**config.mk**
```make
export PLATFORM = sky130hd
export DESIGN_NAME = charge_gauge_digital_core
export DESIGN_NICKNAME = d
export VERILOG_FILES = /design/src/core/charge_gauge_pkg.sv /design/src/core/charge_gauge_digital_core.sv
export VERILOG_INCLUDE_DIRS = /design/src /design/src/core
export SDC_FILE = /design/constraint.sdc
export NUM_CORES = 1
export LEC_CHECK = 0
export ABC_AREA = 1
export ABC_CLOCK_PERIOD_IN_PS = 5400
export BUFFER_PORTS_ARGS = -buffer_cell sky130_fd_sc_hd__buf_4
export CORE_MARGIN = 4
export CORE_UTILIZATION = 40
export CTS_BUF_LIST = sky130_fd_sc_hd__clkbuf_4 sky130_fd_sc_hd__clkbuf_8
export DETAILED_ROUTE_END_ITERATION = 6
export SKIP_LAST_GASP = 1
export SLEW_MARGIN = 20
export SYNTH_ARGS = -nofsm -noshare
export SYNTH_HDL_FRONTEND = slang
export SYNTH_SLANG_ARGS = --single-unit
```
**constraint.sdc**
```tcl
create_clock -name CLK -period 5.4 [get_ports CLK]
set_input_delay 0.27 -clock CLK [delete_from_list [all_inputs] [get_ports CLK]]
set_output_delay 0.27 -clock CLK [all_outputs]
set_load 0.005 [all_outputs]
```
**src/core/charge_gauge_defines.svh**
```systemverilog
`ifndef CHARGE_GAUGE_DEFINES_SVH
`define CHARGE_GAUGE_DEFINES_SVH

// ==================================================
// bus addresses
`define DEV_ADDR 7'h64
`define ARA_ADDR 7'h0c
`define ARA_REPLY 8'hc8
// ==================================================
// register offsets
`define OFS_STATUS 4'h0
`define OFS_CTRL 4'h1
`define OFS_ACR_H 4'h2
`define OFS_ACR_L 4'h3
`define OFS_CHI_H 4'h4
`define OFS_CHI_L 4'h5
`define OFS_CLO_H 4'h6
`define OFS_CLO_L 4'h7
`define OFS_VOLT_H 4'h8
`define OFS_VOLT_L 4'h9
`define OFS_VHI 4'ha
`define OFS_VLO 4'hb
`define OFS_TEMP_H 4'hc
`define OFS_TEMP_L 4'hd
`define OFS_THI 4'he
`define OFS_TLO 4'hf
// ==================================================
// field positions
`define ST_OVF 5
`define ST_TEMP 4
`define ST_CHI 3
`define ST_CLO 2
`define ST_VOLT 1
`define ST_UV 0
`define SHDN_BIT 0
// ==================================================
// reset values and counter limits
`define CTRL_RST 8'h3c
`define ACR_RST 16'h7fff
`define LIM16_HI_RST 16'hffff
`define LIM16_LO_RST 16'h0000
`define LIM8_HI_RST 8'hff
`define LIM8_LO_RST 8'h00
`define ACR_TOP 16'hffff
`define ACR_BOT 16'h0000
// ==================================================
// timing
`define CLK_MHZ 100
`define AUTO_PERIOD_MS 2000
`define AUTO_PERIOD_CYC (`AUTO_PERIOD_MS * 1000 * `CLK_MHZ)
`endif

```
**src/core/charge_gauge_pkg.sv**
```systemverilog
package charge_gauge_pkg;
	typedef enum logic [1:0] {PIN_OFF = 2'b00, PIN_FULL = 2'b01, PIN_ALERT = 2'b10, PIN_BAD = 2'b11} pin_mode_t;
	typedef enum logic [1:0] {ADC_SLEEP = 2'b00, ADC_TEMP1 = 2'b01, ADC_VOLT1 = 2'b10, ADC_AUTO = 2'b11} adc_mode_t;
	typedef enum logic [3:0] {
		I2C_IDLE = 4'b0000, I2C_ADDR = 4'b0001, I2C_AACK = 4'b0010, I2C_PTR = 4'b0011, I2C_PACK = 4'b0100,
		I2C_WDATA = 4'b0101, I2C_WACK = 4'b0110, I2C_RDATA = 4'b0111, I2C_RACK = 4'b1000
	} i2c_state_t;
	typedef enum logic [1:0] {CV_IDLE = 2'b00, CV_VOLT = 2'b01, CV_TEMP = 2'b10, CV_WAIT = 2'b11} conv_state_t;
endpackage

```
**src/core/charge_gauge_digital_core.sv**
```systemverilog
`timescale 1ns/1ns
`include "charge_gauge_defines.svh"
module charge_gauge_digital_core #(
	parameter int unsigned AUTO_PERIOD_CYCLES = `AUTO_PERIOD_CYC,
	// identity bit value is arbitrary
	parameter logic CHIP_ID = 1'b1
) (
	input wire logic CLK,
	input wire logic RESETN,
	input wire logic SCL,
	input wire logic SDA_IN,
	output logic SDA_OUT,
	output logic SDA_OE,
	input wire logic ALERT_IN,
	output logic ALERT_OUT,
	output logic ALERT_OE,
	input wire logic INTEG_STEP,
	input wire logic SWITCH_ONE,
	input wire logic RAMP_UP,
	input wire logic UNDERVOLTAGE_LOCKOUT,
	output logic ADC_START,
	output logic ADC_TEMP,
	input wire logic ADC_DONE,
	input wire logic [15:0] ADC_DATA,
	output logic ANALOG_OFF
);
	import charge_gauge_pkg::*;

	generate
		if (AUTO_PERIOD_CYCLES < 2) begin : g_bad
			$error("auto period too short");
		end
	endgenerate

	// ==================================================
	// register storage
	logic [7:0] ctrl_reg;
	logic [15:0] acr_reg, chi_reg, clo_reg, volt_reg, temp_reg;
	logic [7:0] vhi_reg, vlo_reg, thi_reg, tlo_reg;
	logic [5:0] flags_reg;
	logic alert_reg, sat_reg;
	adc_mode_t adc_mode;
	pin_mode_t pin_mode;
	logic shdn;
	assign adc_mode = adc_mode_t'(ctrl_reg[7:6]);
	assign pin_mode = pin_mode_t'(ctrl_reg[2:1]);
	assign shdn = ctrl_reg[`SHDN_BIT];

	// ==================================================
	// serial port
	i2c_state_t st;
	logic scl_q, sda_q, oe_reg, rw_reg, ara_reg, acked_reg;
	logic [7:0] sr_reg, tx_reg, snap_reg, hold_reg;
	logic [3:0] bitcnt_reg, ptr_reg, snap_addr, hold_addr, wr_addr;
	logic snap_ok, hold_ok, wr_pulse;
	logic [7:0] wr_data;
	logic scl_rise, scl_fall, start_c, stop_c, load_byte, status_rd;
	logic [7:0] tx_src;

	// both lines sampled as plain synchronous inputs; the device never drives the clock line
	assign scl_rise = SCL & ~scl_q;
	assign scl_fall = ~SCL & scl_q;
	assign start_c = scl_q & SCL & sda_q & ~SDA_IN;
	assign stop_c = scl_q & SCL & ~sda_q & SDA_IN;
	assign load_byte = scl_fall & ((st == I2C_AACK & rw_reg) | (st == I2C_RACK & acked_reg & ~ara_reg));
	assign status_rd = load_byte & ~ara_reg & ptr_reg == `OFS_STATUS;

	function automatic logic [7:0] rd_mux(input logic [3:0] a);
		case (a)
			`OFS_STATUS: rd_mux = {CHIP_ID, 1'b0, flags_reg};
			`OFS_CTRL: rd_mux = ctrl_reg;
			`OFS_ACR_H: rd_mux = acr_reg[15:8];
			`OFS_ACR_L: rd_mux = acr_reg[7:0];
			`OFS_CHI_H: rd_mux = chi_reg[15:8];
			`OFS_CHI_L: rd_mux = chi_reg[7:0];
			`OFS_CLO_H: rd_mux = clo_reg[15:8];
			`OFS_CLO_L: rd_mux = clo_reg[7:0];
			`OFS_VOLT_H: rd_mux = volt_reg[15:8];
			`OFS_VOLT_L: rd_mux = volt_reg[7:0];
			`OFS_VHI: rd_mux = vhi_reg;
			`OFS_VLO: rd_mux = vlo_reg;
			`OFS_TEMP_H: rd_mux = temp_reg[15:8];
			`OFS_TEMP_L: rd_mux = temp_reg[7:0];
			`OFS_THI: rd_mux = thi_reg;
			default: rd_mux = tlo_reg;
		endcase
	endfunction

	// low byte comes from the snapshot taken with its high byte
	always_comb begin
		if (ara_reg)
			tx_src = `ARA_REPLY;
		else if (ptr_reg[0] && snap_ok && snap_addr == ptr_reg)
			tx_src = snap_reg;
		else
			tx_src = rd_mux(ptr_reg);
	end

	always_ff @(posedge CLK or negedge RESETN) begin
		if (!RESETN) begin
			scl_q <= 1'b1;
			sda_q <= 1'b1;
		end else begin
			scl_q <= SCL;
			sda_q <= SDA_IN;
		end
	end

	always_ff @(posedge CLK or negedge RESETN) begin
		if (!RESETN) begin
			st <= I2C_IDLE;
			oe_reg <= 1'b0;
			rw_reg <= 1'b0;
			ara_reg <= 1'b0;
			acked_reg <= 1'b0;
			sr_reg <= 8'h00;
			tx_reg <= 8'h00;
			bitcnt_reg <= 4'h0;
			ptr_reg <= 4'h0;
			wr_pulse <= 1'b0;
			wr_addr <= 4'h0;
			wr_data <= 8'h00;
		end else begin
			wr_pulse <= 1'b0;
			if (start_c) begin
				st <= I2C_ADDR;
				bitcnt_reg <= 4'h0;
				oe_reg <= 1'b0;
				ara_reg <= 1'b0;
			end else if (stop_c) begin
				st <= I2C_IDLE;
				oe_reg <= 1'b0;
			end else if (load_byte) begin
				st <= I2C_RDATA;
				tx_reg <= tx_src;
				oe_reg <= ~tx_src[7];
				bitcnt_reg <= 4'h0;
				if (!ara_reg)
					ptr_reg <= ptr_reg + 4'h1;
			end else begin
				case (st)
					I2C_ADDR, I2C_PTR, I2C_WDATA: begin
						if (scl_rise) begin
							sr_reg <= {sr_reg[6:0], SDA_IN};
							bitcnt_reg <= bitcnt_reg + 4'h1;
						end else if (scl_fall && bitcnt_reg == 4'h8) begin
							bitcnt_reg <= 4'h0;
							oe_reg <= 1'b1;
							if (st == I2C_PTR) begin
								ptr_reg <= sr_reg[3:0];
								st <= I2C_PACK;
							end else if (st == I2C_WDATA) begin
								wr_pulse <= 1'b1;
								wr_addr <= ptr_reg;
								wr_data <= sr_reg;
								ptr_reg <= ptr_reg + 4'h1;
								st <= I2C_WACK;
							end else if (sr_reg[7:1] == `DEV_ADDR) begin
								rw_reg <= sr_reg[0];
								st <= I2C_AACK;
							end else if (sr_reg[7:1] == `ARA_ADDR && sr_reg[0] && alert_reg) begin
								rw_reg <= 1'b1;
								ara_reg <= 1'b1;
								st <= I2C_AACK;
							end else begin
								oe_reg <= 1'b0;
								st <= I2C_IDLE;
							end
						end
					end
					I2C_AACK: begin
						if (scl_fall) begin
							oe_reg <= 1'b0;
							st <= I2C_PTR;
						end
					end
					I2C_PACK, I2C_WACK: begin
						if (scl_fall) begin
							oe_reg <= 1'b0;
							st <= I2C_WDATA;
						end
					end
					I2C_RDATA: begin
						if (scl_rise)
							bitcnt_reg <= bitcnt_reg + 4'h1;
						else if (scl_fall && bitcnt_reg == 4'h8) begin
							oe_reg <= 1'b0;
							st <= I2C_RACK;
						end else if (scl_fall) begin
							tx_reg <= {tx_reg[6:0], 1'b0};
							oe_reg <= ~tx_reg[6];
						end
					end
					I2C_RACK: begin
						if (scl_rise)
							acked_reg <= ~SDA_IN;
						else if (scl_fall)
							st <= I2C_IDLE;
					end
					default: st <= I2C_IDLE;
				endcase
			end
		end
	end

	// ==================================================
	// coherent byte pairs
	logic [7:0] pair_hi;
	logic [15:0] wr16;
	assign pair_hi = (hold_ok && hold_addr == {wr_addr[3:1], 1'b0}) ? hold_reg : rd_mux({wr_addr[3:1], 1'b0});
	assign wr16 = {pair_hi, wr_data};

	// a high byte written alone waits for its low byte, so the pair lands in one cycle
	always_ff @(posedge CLK or negedge RESETN) begin
		if (!RESETN) begin
			hold_reg <= 8'h00;
			hold_addr <= 4'h0;
			hold_ok <= 1'b0;
			snap_reg <= 8'h00;
			snap_addr <= 4'h0;
			snap_ok <= 1'b0;
		end else begin
			if (wr_pulse && !wr_addr[0]) begin
				hold_reg <= wr_data;
				hold_addr <= wr_addr;
				hold_ok <= 1'b1;
			end else if (wr_pulse)
				hold_ok <= 1'b0;
			if (load_byte && !ara_reg && !ptr_reg[0]) begin
				snap_reg <= rd_mux(ptr_reg | 4'h1);
				snap_addr <= ptr_reg | 4'h1;
				snap_ok <= 1'b1;
			end
		end
	end

	// ==================================================
	// control and limit registers
	logic mode_clr;

	always_ff @(posedge CLK or negedge RESETN) begin
		if (!RESETN)
			ctrl_reg <= `CTRL_RST;
		else if (wr_pulse && wr_addr == `OFS_CTRL)
			ctrl_reg <= wr_data;
		else if (mode_clr)
			ctrl_reg[7:6] <= ADC_SLEEP;
	end

	always_ff @(posedge CLK or negedge RESETN) begin
		if (!RESETN) begin
			chi_reg <= `LIM16_HI_RST;
			clo_reg <= `LIM16_LO_RST;
			vhi_reg <= `LIM8_HI_RST;
			vlo_reg <= `LIM8_LO_RST;
			thi_reg <= `LIM8_HI_RST;
			tlo_reg <= `LIM8_LO_RST;
		end else if (wr_pulse) begin
			case (wr_addr)
				`OFS_CHI_L: chi_reg <= wr16;
				`OFS_CLO_L: clo_reg <= wr16;
				`OFS_VHI: vhi_reg <= wr_data;
				`OFS_VLO: vlo_reg <= wr_data;
				`OFS_THI: thi_reg <= wr_data;
				`OFS_TLO: tlo_reg <= wr_data;
				default: ;
			endcase
		end
	end

	// ==================================================
	// prescaler and charge counter
	logic [6:0] pre_reg, pre_top;
	logic up, count_en, wrap_up, wrap_dn, full_force, acr_wr;
	assign pre_top = 7'((8'h01 << ctrl_reg[5:3]) - 8'h01);
	assign up = SWITCH_ONE ~^ RAMP_UP;
	assign count_en = INTEG_STEP & ~shdn & ~UNDERVOLTAGE_LOCKOUT;
	assign wrap_up = count_en & up & pre_reg >= pre_top;
	assign wrap_dn = count_en & ~up & pre_reg == 7'h00;
	assign full_force = pin_mode == PIN_FULL && ALERT_IN;
	assign acr_wr = wr_pulse && wr_addr == `OFS_ACR_L;

	always_ff @(posedge CLK or negedge RESETN) begin
		if (!RESETN) begin
			pre_reg <= 7'h00;
			acr_reg <= `ACR_RST;
			sat_reg <= 1'b0;
		end else begin
			sat_reg <= 1'b0;
			if (shdn)
				pre_reg <= 7'h00;
			else if (wrap_up)
				pre_reg <= 7'h00;
			else if (wrap_dn)
				pre_reg <= pre_top;
			else if (count_en)
				pre_reg <= up ? pre_reg + 7'h01 : pre_reg - 7'h01;
			if (full_force)
				acr_reg <= `ACR_TOP;
			else if (acr_wr)
				acr_reg <= wr16;
			else if (wrap_up) begin
				if (acr_reg != `ACR_TOP)
					acr_reg <= acr_reg + 16'h0001;
				if (acr_reg >= 16'hfffe)
					sat_reg <= 1'b1;
			end else if (wrap_dn) begin
				if (acr_reg != `ACR_BOT)
					acr_reg <= acr_reg - 16'h0001;
				if (acr_reg <= 16'h0001)
					sat_reg <= 1'b1;
			end
		end
	end

	// ==================================================
	// status flags and alert pin
	logic [5:0] cond, trig, flags_next;
	assign cond[`ST_OVF] = acr_reg == `ACR_TOP || acr_reg == `ACR_BOT;
	assign cond[`ST_TEMP] = temp_reg[15:8] > thi_reg || temp_reg[15:8] < tlo_reg;
	assign cond[`ST_CHI] = acr_reg > chi_reg;
	assign cond[`ST_CLO] = acr_reg < clo_reg;
	assign cond[`ST_VOLT] = volt_reg[15:8] > vhi_reg || volt_reg[15:8] < vlo_reg;
	assign cond[`ST_UV] = UNDERVOLTAGE_LOCKOUT;
	assign trig = {sat_reg, cond[4:0]};
	// a flag whose cause is still present survives the read
	assign flags_next = status_rd ? (flags_reg & cond) | trig : flags_reg | trig;

	always_ff @(posedge CLK or negedge RESETN) begin
		if (!RESETN)
			flags_reg <= 6'h00;
		else
			flags_reg <= flags_next;
	end

	// new flag wins over a release by the alert response in the same cycle
	always_ff @(posedge CLK or negedge RESETN) begin
		if (!RESETN)
			alert_reg <= 1'b0;
		else if (pin_mode != PIN_ALERT)
			alert_reg <= 1'b0;
		else if (|(flags_next & ~flags_reg))
			alert_reg <= 1'b1;
		else if (load_byte && ara_reg)
			alert_reg <= 1'b0;
	end

	assign ALERT_OE = alert_reg;
	assign ALERT_OUT = 1'b0;
	assign SDA_OE = oe_reg;
	assign SDA_OUT = 1'b0;

	// ==================================================
	// conversion sequencer
	conv_state_t cv;
	adc_mode_t started;
	logic [31:0] period_cnt;
	logic volt_done, temp_done;
	assign volt_done = cv == CV_VOLT && ADC_DONE;
	assign temp_done = cv == CV_TEMP && ADC_DONE;
	// cleared in the done cycle so the idle state never restarts a finished single shot
	assign mode_clr = (volt_done && started == ADC_VOLT1 && adc_mode == ADC_VOLT1)
		|| (temp_done && started == ADC_TEMP1 && adc_mode == ADC_TEMP1);

	always_ff @(posedge CLK or negedge RESETN) begin
		if (!RESETN) begin
			cv <= CV_IDLE;
			started <= ADC_SLEEP;
			period_cnt <= 32'h0;
			ADC_START <= 1'b0;
			ADC_TEMP <= 1'b0;
			volt_reg <= 16'h0000;
			temp_reg <= 16'h0000;
		end else begin
			ADC_START <= 1'b0;
			if (period_cnt != 32'hffffffff)
				period_cnt <= period_cnt + 32'h1;
			case (cv)
				CV_IDLE: begin
					if (!shdn && adc_mode != ADC_SLEEP) begin
						started <= adc_mode;
						ADC_START <= 1'b1;
						ADC_TEMP <= adc_mode == ADC_TEMP1;
						cv <= adc_mode == ADC_TEMP1 ? CV_TEMP : CV_VOLT;
						period_cnt <= 32'h0;
					end
				end
				CV_VOLT: begin
					if (ADC_DONE) begin
						volt_reg <= ADC_DATA;
						if (adc_mode == ADC_AUTO) begin
							ADC_START <= 1'b1;
							ADC_TEMP <= 1'b1;
							cv <= CV_TEMP;
						end else
							cv <= CV_IDLE;
					end
				end
				CV_TEMP: begin
					if (ADC_DONE) begin
						temp_reg <= ADC_DATA;
						cv <= adc_mode == ADC_AUTO ? CV_WAIT : CV_IDLE;
					end
				end
				CV_WAIT: begin
					if (adc_mode != ADC_AUTO || period_cnt >= AUTO_PERIOD_CYCLES - 1)
						cv <= CV_IDLE;
				end
				default: cv <= CV_IDLE;
			endcase
		end
	end

	always_ff @(posedge CLK or negedge RESETN) begin
		if (!RESETN)
			ANALOG_OFF <= 1'b0;
		else
			ANALOG_OFF <= shdn | UNDERVOLTAGE_LOCKOUT;
	end
endmodule

```
==> results of run 1 <==
[worst paths after layout]
path	startpoint	end	slack [ps]
worst max-delay path	ctrl_reg[7]	ADC_TEMP	2380
worst min-delay path	INTEG_STEP	pre_reg[2]	230
worst max register to register	ctrl_reg[7]	ADC_TEMP	2380
worst min register to register	tx_reg[3]	tx_reg[3]	470
max in group asynchronous	RESETN	period_cnt[28]	3840
min in group asynchronous	RESETN	pre_reg[2]	260
[logic make-up (layout without fill, tap and decap cells)]
family                   count (synthesis)  in the layout  synth area share [%]
AO/OA/AOI/OAI                          409            409                  13.7
other                                    1              2                0.0232
multiplexers                             8              8                 0.558
buffers and inverters                  332            421                  8.17
adder cells (fa/ha/maj)                 87             87                  6.79
XOR/XNOR                                49             49                  2.71
AND/OR/NAND/NOR                       1164           1164                  29.6
flip-flops                             245            245                  38.4
[per-layer routing]
| layer | up-vias | share of wire, % | global-route usage (%) |
|---|---|---|---|
| li1 | 7557 | - | - |
| met4 | 2 | 3.4 | 9.47 |
| met3 | 109 | 7.4 | 4.31 |
| met1 | 7446 | 44 | 37.2 |
| met5 | - | 0.022 | 0 |
| met2 | 573 | 45 | 42.3 |
[through the flow]
step	utilization [%]	std cells	setup WS [ps]
2_1_floorplan	-	2296	3130
3_3_place_gp	42.2	2804	2490
3_5_place_dp	42.2	2804	2440
4_1_cts	45.3	2910	2450
5_1_grt	45.3	2910	2210
6_report	45.3	2910	2380
[final cells by class]
class | instances | area (um2)
Clock inverter | 5 | 27.5
Timing Repair Buffer | 58 | 508
Inverter | 278 | 1040
Clock buffer | 80 | 976
Fill cell | 4183 | 21800
Sequential cell | 245 | 6200
Multi-Input combinational cell | 1719 | 8630
Tap cell | 525 | 657
[synthesized netlist by cell type, types with 2 or more instances]
library cell / number
a211oi_1: 2
a21o_1: 3
a21oi_1: 118
a21oi_2: 2
a22oi_1: 8
a31oi_1: 6
buf_2: 19
buf_4: 10
clkbuf_1: 23
dfrtp_1: 192
dfstp_2: 53
ha_1: 86
inv_1: 264
inv_2: 13
mux2_2: 8
nand2_1: 696
nand2_2: 6
nand3_1: 105
nand3b_1: 4
nand4_1: 25
nor2_1: 258
nor2_2: 12
nor2_4: 3
nor3_1: 34
nor3_2: 2
nor3b_1: 3
nor4_1: 9
o211ai_1: 6
o21a_1: 5
o21ai_0: 201
o21ai_1: 4
o21bai_1: 4
o221ai_1: 2
o22ai_1: 42
or2_2: 2
xnor2_1: 15
xor2_1: 33
[worst max-delay path: stages, from the launching register on]
cell and delay [ps]:
dfrtp_1 560, inv_1 270, a21oi_2 390, inv_1 100, nor2_2 810, inv_1 440, o21ai_1 240, nor2_1 70
nor2_1 80
[power groups by stage]
stage / logic (uW) / registers, uW / clock network [uW]
after global placement: 2180 / 2680 / 0
after detailed placement: 2240 / 2680 / 0
after CTS: 2260 / 2660 / 2010
final: 2290 / 2680 / 1960
after floorplan: 1700 / 2400 / 0
after global routing: 2640 / 2710 / 2100
[timing repair]
item	4_1_cts	5_1_grt
endpoints found under the setup margin	0	0
hold buffers	21	0
endpoints found under the hold margin	110	0
==> run_results.csv, run 1 <==
group,metric,value,unit
outcome,status,"completed",
cells_and_area,fin_area,18000,um2
cells_and_area,top_register,"period_cnt",
clock_tree,path_clk_slew,60,ps
synth,ys_ff_latch,245,
clock_tree,cts-resized-gates,0,
die,coreArea,39800,um2
synth,netlist_area,16100,um2
placed_design,dpl_cell_area,16800,um2
synth,yosys.area.top_type,"dfrtp_1",
timing,setup_viol,0,
clock_tree,cts_tree,"done",
drt,vias,15687,
synth,synthArstFlopShare,100,%
synth,syn_inst,2295,
placed_design,io_buffers,30,
grt,grt_overflow,0,
cells_and_area,final_common_cell,"nand2_1",
synth,synthFlopType,"dfrtp_1",
grt,grt_pass1_vias,15321,
pwr,peakVddDrop,0.282,mV
pwr,p_switching,2800,uW
worst_hold_path,holdPathStages,4,
pwr,p_int,4130,uW
pwr,power.share.clock,28.3,%
clock_tree,cts.path.max_buffers,3,
timing,fin_crit_sh,56.0,%
cells_and_area,antenna_cells,0,
placed_design,routabilityCongestion,0.967,
grt,grt_usage,26.7,%
die,initial_core_util,40.5,%
clock_tree,cts_sinks,245,
timing,maxSlewViolCount,0,
pwr,p_per_area,384,nW/um2
worst_setup_path,worst_setup_path_end_kind,"flop",
drt,drt_iter0_drc,1554,
drt,routedWlPerCell,20.3,um
cells_and_area,area_growth,11.8,%
pwr,combPwrFrac,33.0,%
drt,drc,0,
pwr,power.leakage,0.00854,uW
timing,max_freq,331,MHz
worst_setup_path,cp.required,5940,ps
pwr,swShare,40.4,%
cells_and_area,nets,2461,
worst_hold_path,hp-class,"in -> reg",
timing,relSlewSlack,28.8,%
timing,timing.hold.ws,234,ps
grt,grt_pass1_wl,90700,um
worst_setup_path,r2r_cells,8,
clock_tree,root_buffer,"clkbuf_8",
drt,viasPerCell,5.39,
job,drv_cap,0,
die,die_h,209,um
worst_setup_path,setup.worst_path.class,"reg -> reg",
clock_tree,cts_made_buffers,46,
drt,drt-pass1-iter-count,5,
drt,ant_nets,0,
die,die_w,209,um
synth,syn_area_per_cell,7.03,um2
cells_and_area,final_cell_mix,"696 x nand2_1, 264 x inv_1, 257 x nor2_1",
pwr,seq_power_share,38.7,%
die,num_rows,73,
timing,hold_violations,0,
synth,yosys_warnings,0,
clock_tree,h-tree-depth,2,
clock_tree,cts_setup_buffers,0,
worst_setup_path,cp_max_fo,24,
timing,finalCriticalPeriod,3020,ps
cells_and_area,layout-drive-gt1-share,9.69,%
clock_tree,insertion_delay,620,ps
synth,yosys-top-cells-area,"dfrtp_1 30%, nand2_1 16%, dfstp_2 8.6%",
timing,rsz0062_at_grt,"no",
timing,worst_pin_slew,1070,ps
timing,setup_tns,0,ps
cells_and_area,largest_reg_flops,32,
grt,antenna_found_initial,2,
synth,ys_seq_area_share,38.4,%
worst_setup_path,critPathArrivalTime,3560,ps
drt,finalWirelength,59000,um
worst_setup_path,critPathLaunchType,"flop",
synth,synth_edf_count,0,
grt,grt_max_degree,133,
synth,synth_top_area_share,29.8,%
placed_design,dpl.hpwl,45000,um
die,ios,33,
timing,clock_skew,24.1,ps
pwr,power.total,6930,uW
die,dieArea,43600,um2
synth,synthDistinctLibCells,54,
Power figures use the tool's default switching activity.
==> inputs of run 2 (changes only) <==
- ABC_CLOCK_PERIOD_IN_PS: 5400 -> 3160
- clock period: 5.4 -> 3.16 ns (I/O delays scaled with it)
==> run 2 against run 1 <==
Register-to-register slack worse by 1800 ps. Total power rose by 72%. First-iteration DRC count up 2.3%. Routed wire length fell by 2.6%. Clock power grew 79%. Critical endpoint is now acr_reg[15]. Largest cell class unchanged. Largest power group unchanged.
==> run_results.csv, run 2 (synthesis results as in run 1) <==
group,metric,value,unit
cells_and_area,final_common_cell,"nand2_1",
cells_and_area,final.fill_count,4183,
worst_setup_path,r2r_cells,10,
cells_and_area,largest_reg_flops,32,
worst_setup_path,critPathLaunchType,"flop",
placed_design,io_buffers,30,
clock_tree,cts-resized-gates,0,
timing,relSlewSlack,35.3,%
outcome,status,"completed",
timing,finalCriticalPeriod,2560,ps
timing,timing.hold.ws,45.2,ps
clock_tree,cts_setup_buffers,0,
worst_setup_path,r2r-end,"acr_reg[15]",
pwr,p_per_area,657,nW/um2
timing,hold_violations,0,
worst_setup_path,cp.required,3690,ps
worst_setup_path,cpPeakStageDelay,610,ps
worst_setup_path,r2r_start,"ctrl_reg[4]",
drt,drt-pass1-iter-count,6,
cells_and_area,fin_util,45.6,%
worst_setup_path,setup.worst_path.class,"reg -> reg",
placed_design,dpl.cell_count,2813,
cells_and_area,layout-drive-gt1-share,10.1,%
worst_setup_path,rrSetupSlack,600,ps
die,dieArea,43600,um2
grt,grt_pass1_vias,15074,
cells_and_area,layoutNonFillerInstCount,2920,
clock_tree,h-tree-depth,2,
die,num_rows,73,
die,coreArea,39800,um2
cells_and_area,nets,2471,
cells_and_area,fin_area,18200,um2
timing,fin_crit_sh,81.1,%
timing,maxSlewViolCount,0,
worst_setup_path,cp_max_fo,13,
clock_tree,cts_tree,"done",
die,die_w,209,um
timing,setup_tns,0,ps
timing,rsz0062_at_grt,"no",
timing,max_freq,390,MHz
die,initial_core_util,40.5,%
die,die_h,209,um
clock_tree,root_buffer,"clkbuf_8",
cells_and_area,antenna_cells,0,
timing,setup_viol,0,
grt,antenna_found_initial,2,
worst_setup_path,cp_slowest_cell,"dfstp_2",
grt,grt_usage,25.8,%
cells_and_area,final_cell_mix,"696 x nand2_1, 264 x inv_1, 257 x nor2_1",
pwr,power.leakage,0.00861,uW
clock_tree,cts_made_buffers,47,
worst_setup_path,worstPathCellList,"nand3_1 > ha_1 > nand2_1 > nor2_1 > o21ai_1 > a21boi_2 > o21ai_0 > a21oi_1 > nor2_1 > nor2_1",
cells_and_area,top_register,"period_cnt",
clock_tree,cts_sinks,245,
timing,worst_pin_slew,968,ps
pwr,peakVddDrop,0.502,mV
die,ios,33,
drt,viasPerCell,5.40,
drt,ant_nets,0,
cells_and_area,multiInputGateArea,8630,um2
placed_design,dpl.hpwl,44000,um
drt,vias,15761,
job,drv_cap,0,
drt,drc,0,
placed_design,routabilityCongestion,1.01,
cells_and_area,final-seq-area,6200,um2
placed_design,dpl_cell_area,16900,um2
cells_and_area,area_growth,12.5,%
grt,grt_max_degree,87,
grt,grt_pass1_wl,88300,um
worst_hold_path,hp-class,"in -> async",
drt,routedWlPerCell,19.7,um
worst_setup_path,critical_path.most_common_cell,"nor2_1",
clock_tree,path_clk_slew,60,ps
clock_tree,cts.path.max_buffers,3,
drt,finalWirelength,57500,um
timing,clock_skew,21.4,ps
drt,drt_iter0_drc,1589,
worst_setup_path,crit_path_end,"acr_reg[15]",
worst_setup_path,worst_setup_path_end_kind,"flop",
grt,grt_overflow,0,
worst_setup_path,critPathArrivalTime,3100,ps
worst_setup_path,critPathLaunch,"ctrl_reg[4]",
clock_tree,insertion_delay,620,ps
-- run 2: cell types whose count changed in the layout (fill, tap and decap cells not counted) --
cell        previous run  this run
buf_12                 1         2
buf_4                 35        43
clkinv_2               4         6
bufinv_16              0         2
clkbuf_8              60        59
nor2_2                12        13
clkbuf_4              20        17
inv_6                  0         2
nor2_4                 4         3
clkinvlp_4             1         0
-- run 2: metrics by stage --
step	total power, uW	setup slack (ps)
global route	12800	380
detailed placement	8350	589
floorplan	7010	892
CTS	11900	587
global placement	8240	707
finish	11900	596
-- run 2: cell type report --
cell class / count / share of cell area [%]
inverters: 278 / 5.75
well taps: 525 / 3.62
clock buffers: 76 / 5.17
clock inverters: 10 / 0.592
repair buffers: 67 / 3.24
flip-flops and latches: 245 / 34.1
multi-input cells: 1719 / 47.5
-- run 2: how the worst min path moves through the flow --
stage / to / slack (ps) / depth (start not counted)
after floorplan: ADC_START / -140 / 0
final: pre_reg[3] / 50 / 2
after global routing: pre_reg[3] / 60 / 2
after detailed placement: pre_reg[3] / 90 / 1
after global placement: pre_reg[4] / 90 / 1
after CTS: pre_reg[4] / 30 / 2
-- run 2: metal layers --
layer / share of wire (%) / vias up / GRT usage [%]
met2: 44 / 570 / 39.5
li1: - / 7572 / -
met1: 45 / 7501 / 37.6
met5: 0.047 / - / 0
met3: 7.4 / 114 / 3.74
met4: 3.3 / 4 / 8.64
-- run 2: critical path, delay by kind of cell, from the launching register on --
kind | cells | cell delay [ps]
adders and majority gates | 1 | 330
and+or+nand+nor | 5 | 480
AOI/OAI and AO/OA | 4 | 1060
DFF | 1 | 610
-- run 2: power by group --
| part | switching (uW) | internal [uW] |
|---|---|---|
| clock network | 1450 | 2050 |
| registers | 851 | 3700 |
| logic | 2440 | 1440 |
-- run 2: what timing repair did --
action | in CTS | in global routing
hold endpoints to repair | 240 | 0
hold buffers | 21 | 0
setup endpoints to repair | 0 | 0
==> inputs of run 3 (changes only) <==
- ABC_CLOCK_PERIOD_IN_PS: 3160 -> 2300
- clock period: 3.16 -> 2.3 ns (I/O delays scaled with it)
==> run 3 against run 2 <==
The run now ends with DRC left. Sequential share of layout area shrank 1.4 points. Sequential power grew 36%. Non-clock buffer count grew 76. First-iteration DRC count shrank 5.8%. Critical endpoint is now tx_reg[2]. Largest cell class unchanged.
==> run_results.csv, run 3 (synthesis results as in run 1) <==
group,metric,value,unit
cells_and_area,final_cell_mix,"692 x nand2_1, 262 x inv_1, 255 x nor2_1",
cells_and_area,nets,2548,
grt,grt_usage,26.4,%
grt,antenna_found_initial,0,
timing,hold_violations,0,
timing,maxSlewViolCount,0,
placed_design,routabilityCongestion,1.00,
die,initial_core_util,40.5,%
worst_setup_path,cp.buffers_inverters,2,
cells_and_area,largest_reg_flops,32,
clock_tree,cts_tree,"done",
clock_tree,path_clk_slew,60,ps
cells_and_area,final_common_cell,"nand2_1",
clock_tree,cts.path.max_buffers,3,
timing,rsz0062_at_grt,"yes",
timing,timing.hold.ws,80.1,ps
worst_setup_path,critPathArrivalTime,2770,ps
drt,drt-pass1-iter-count,7,
die,die_h,209,um
grt,grt_pass1_wl,90400,um
worst_setup_path,critical_path.most_common_cell,"nand2_1",
worst_hold_path,hp-class,"in -> async",
worst_setup_path,cp_slowest_cell,"dfrtp_1",
drt,finalWirelength,58500,um
timing,setup_viol,0,
drt,drc,2,
worst_setup_path,worst_setup_path_end_kind,"flop",
die,die_w,209,um
clock_tree,h-tree-depth,2,
timing,setup_tns,0,ps
timing,worst_pin_slew,716,ps
worst_setup_path,setup.worst_path.class,"reg -> reg",
pwr,power.leakage,0.00906,uW
placed_design,dpl.hpwl,45300,um
die,dieArea,43600,um2
drt,ant_nets,0,
clock_tree,insertion_delay,640,ps
worst_setup_path,cp_max_fo,5,
worst_setup_path,critPathLaunchType,"flop",
cells_and_area,fin_area,19000,um2
drt,viasPerCell,5.39,
die,num_rows,73,
grt,grt_pass1_vias,15555,
worst_setup_path,r2r-end,"tx_reg[2]",
timing,finalCriticalPeriod,2220,ps
drt,vias,16159,
cells_and_area,area_growth,17.5,%
pwr,peakVddDrop,0.535,mV
clock_tree,cts_sinks,245,
worst_setup_path,rrSetupSlack,80,ps
drt,routedWlPerCell,19.5,um
job,drv_cap,0,
die,ios,33,
worst_setup_path,crit_family,"simple AND/OR/NAND/NOR gates",
cells_and_area,top_register,"period_cnt",
timing,relSlewSlack,52.3,%
timing,max_freq,449,MHz
pwr,p_per_area,897,nW/um2
worst_setup_path,r2r_start,"ptr_reg[0]",
placed_design,io_buffers,30,
timing,clock_skew,40.7,ps
worst_setup_path,r2r_cells,13,
worst_setup_path,cp.depth,13,
clock_tree,root_buffer,"clkbuf_8",
outcome,status,"finished with violations",
cells_and_area,antenna_cells,0,
worst_setup_path,cp.required,2850,ps
timing,fin_crit_sh,96.7,%
pwr,power.total,17000,uW
placed_design,dpl_cell_area,17500,um2
worst_setup_path,cpPeakStageDelay,420,ps
worst_setup_path,crit_path_end,"tx_reg[2]",
outcome,violations,"DRC",
grt,grt_overflow,0,
die,coreArea,39800,um2
worst_setup_path,critPathLaunch,"ptr_reg[0]",
clock_tree,cts_made_buffers,48,
worst_setup_path,worstPathCellList,"inv_1 > ha_1 > buf_4 > nand2_1 > nor2_1 > nor2_1 > nand2_1 > nor2_1 > nand2_1 > nand2_1 > nand2_1 > nand2_1 > a21oi_1",
grt,grt_max_degree,77,
drt,drt_iter0_drc,1497,
cells_and_area,layout-drive-gt1-share,13.4,%
run 3: cell count changes in the layout (fill, tap and decap cells not counted), sizes merged:
cell,previous run,this run
bufinv,2,3
buf,46,121
dlygate4sd3,21,22
clkinv,7,10
clkinvlp,0,1
inv,279,278
run 3: worst min-delay path by stage:
stage,to,cells after the start
4_1_cts,pre_reg[3],2
3_3_place_gp,pre_reg[3],1
3_5_place_dp,pre_reg[3],1
6_report,pre_reg[3],2
5_1_grt,pre_reg[3],2
2_1_floorplan,ADC_START,0
run 3: timing repair:
item / in CTS / in global routing
hold buffers: 22 / 0
endpoints found under the hold margin: 210 / 0
setup endpoints to repair: 7 / 30
resized for setup: 1 / 23
pin swaps: 1 / 3
buffers inserted: 2 / 1
run 3: layout make-up:
| cell class | instances | area (um2) |
|---|---|---|
| flip-flops and latches | 245 | 6200 |
| multi-input cells | 1719 | 8700 |
| fillers | 4085 | 20900 |
| clock buffers | 76 | 958 |
| clock inverters | 14 | 163 |
| well taps | 525 | 657 |
| inverters | 278 | 1050 |
| repair buffers | 143 | 1250 |
run 3: stage by stage:
stage / std cells / setup slack, ps / util (%)
after floorplan: 2296 / 32.1 / -
after CTS: 2999 / 30.7 / 47.4
after detailed placement: 2885 / 24.7 / 44.0
after global placement: 2885 / 40.1 / 44.0
final: 3000 / 75.2 / 47.6
after global routing: 3000 / -10.9 / 47.6
run 3: power by group:
part           internal (uW)  leakage, uW  switching, uW  total, uW
Combinational           2220      0.00549           3510       5730
Sequential              5090      0.00297           1100       6190
Clock                   3000     0.000595           2090       5090
run 3: routing by layer:
metal,part of all wire [%],vias up,GRT usage [%]
li1,-,7717,-
met1,45,7706,37.7
met2,44,608,40.7
met3,7.4,128,3.80
met4,3.7,0,10.1
met5,0,-,0
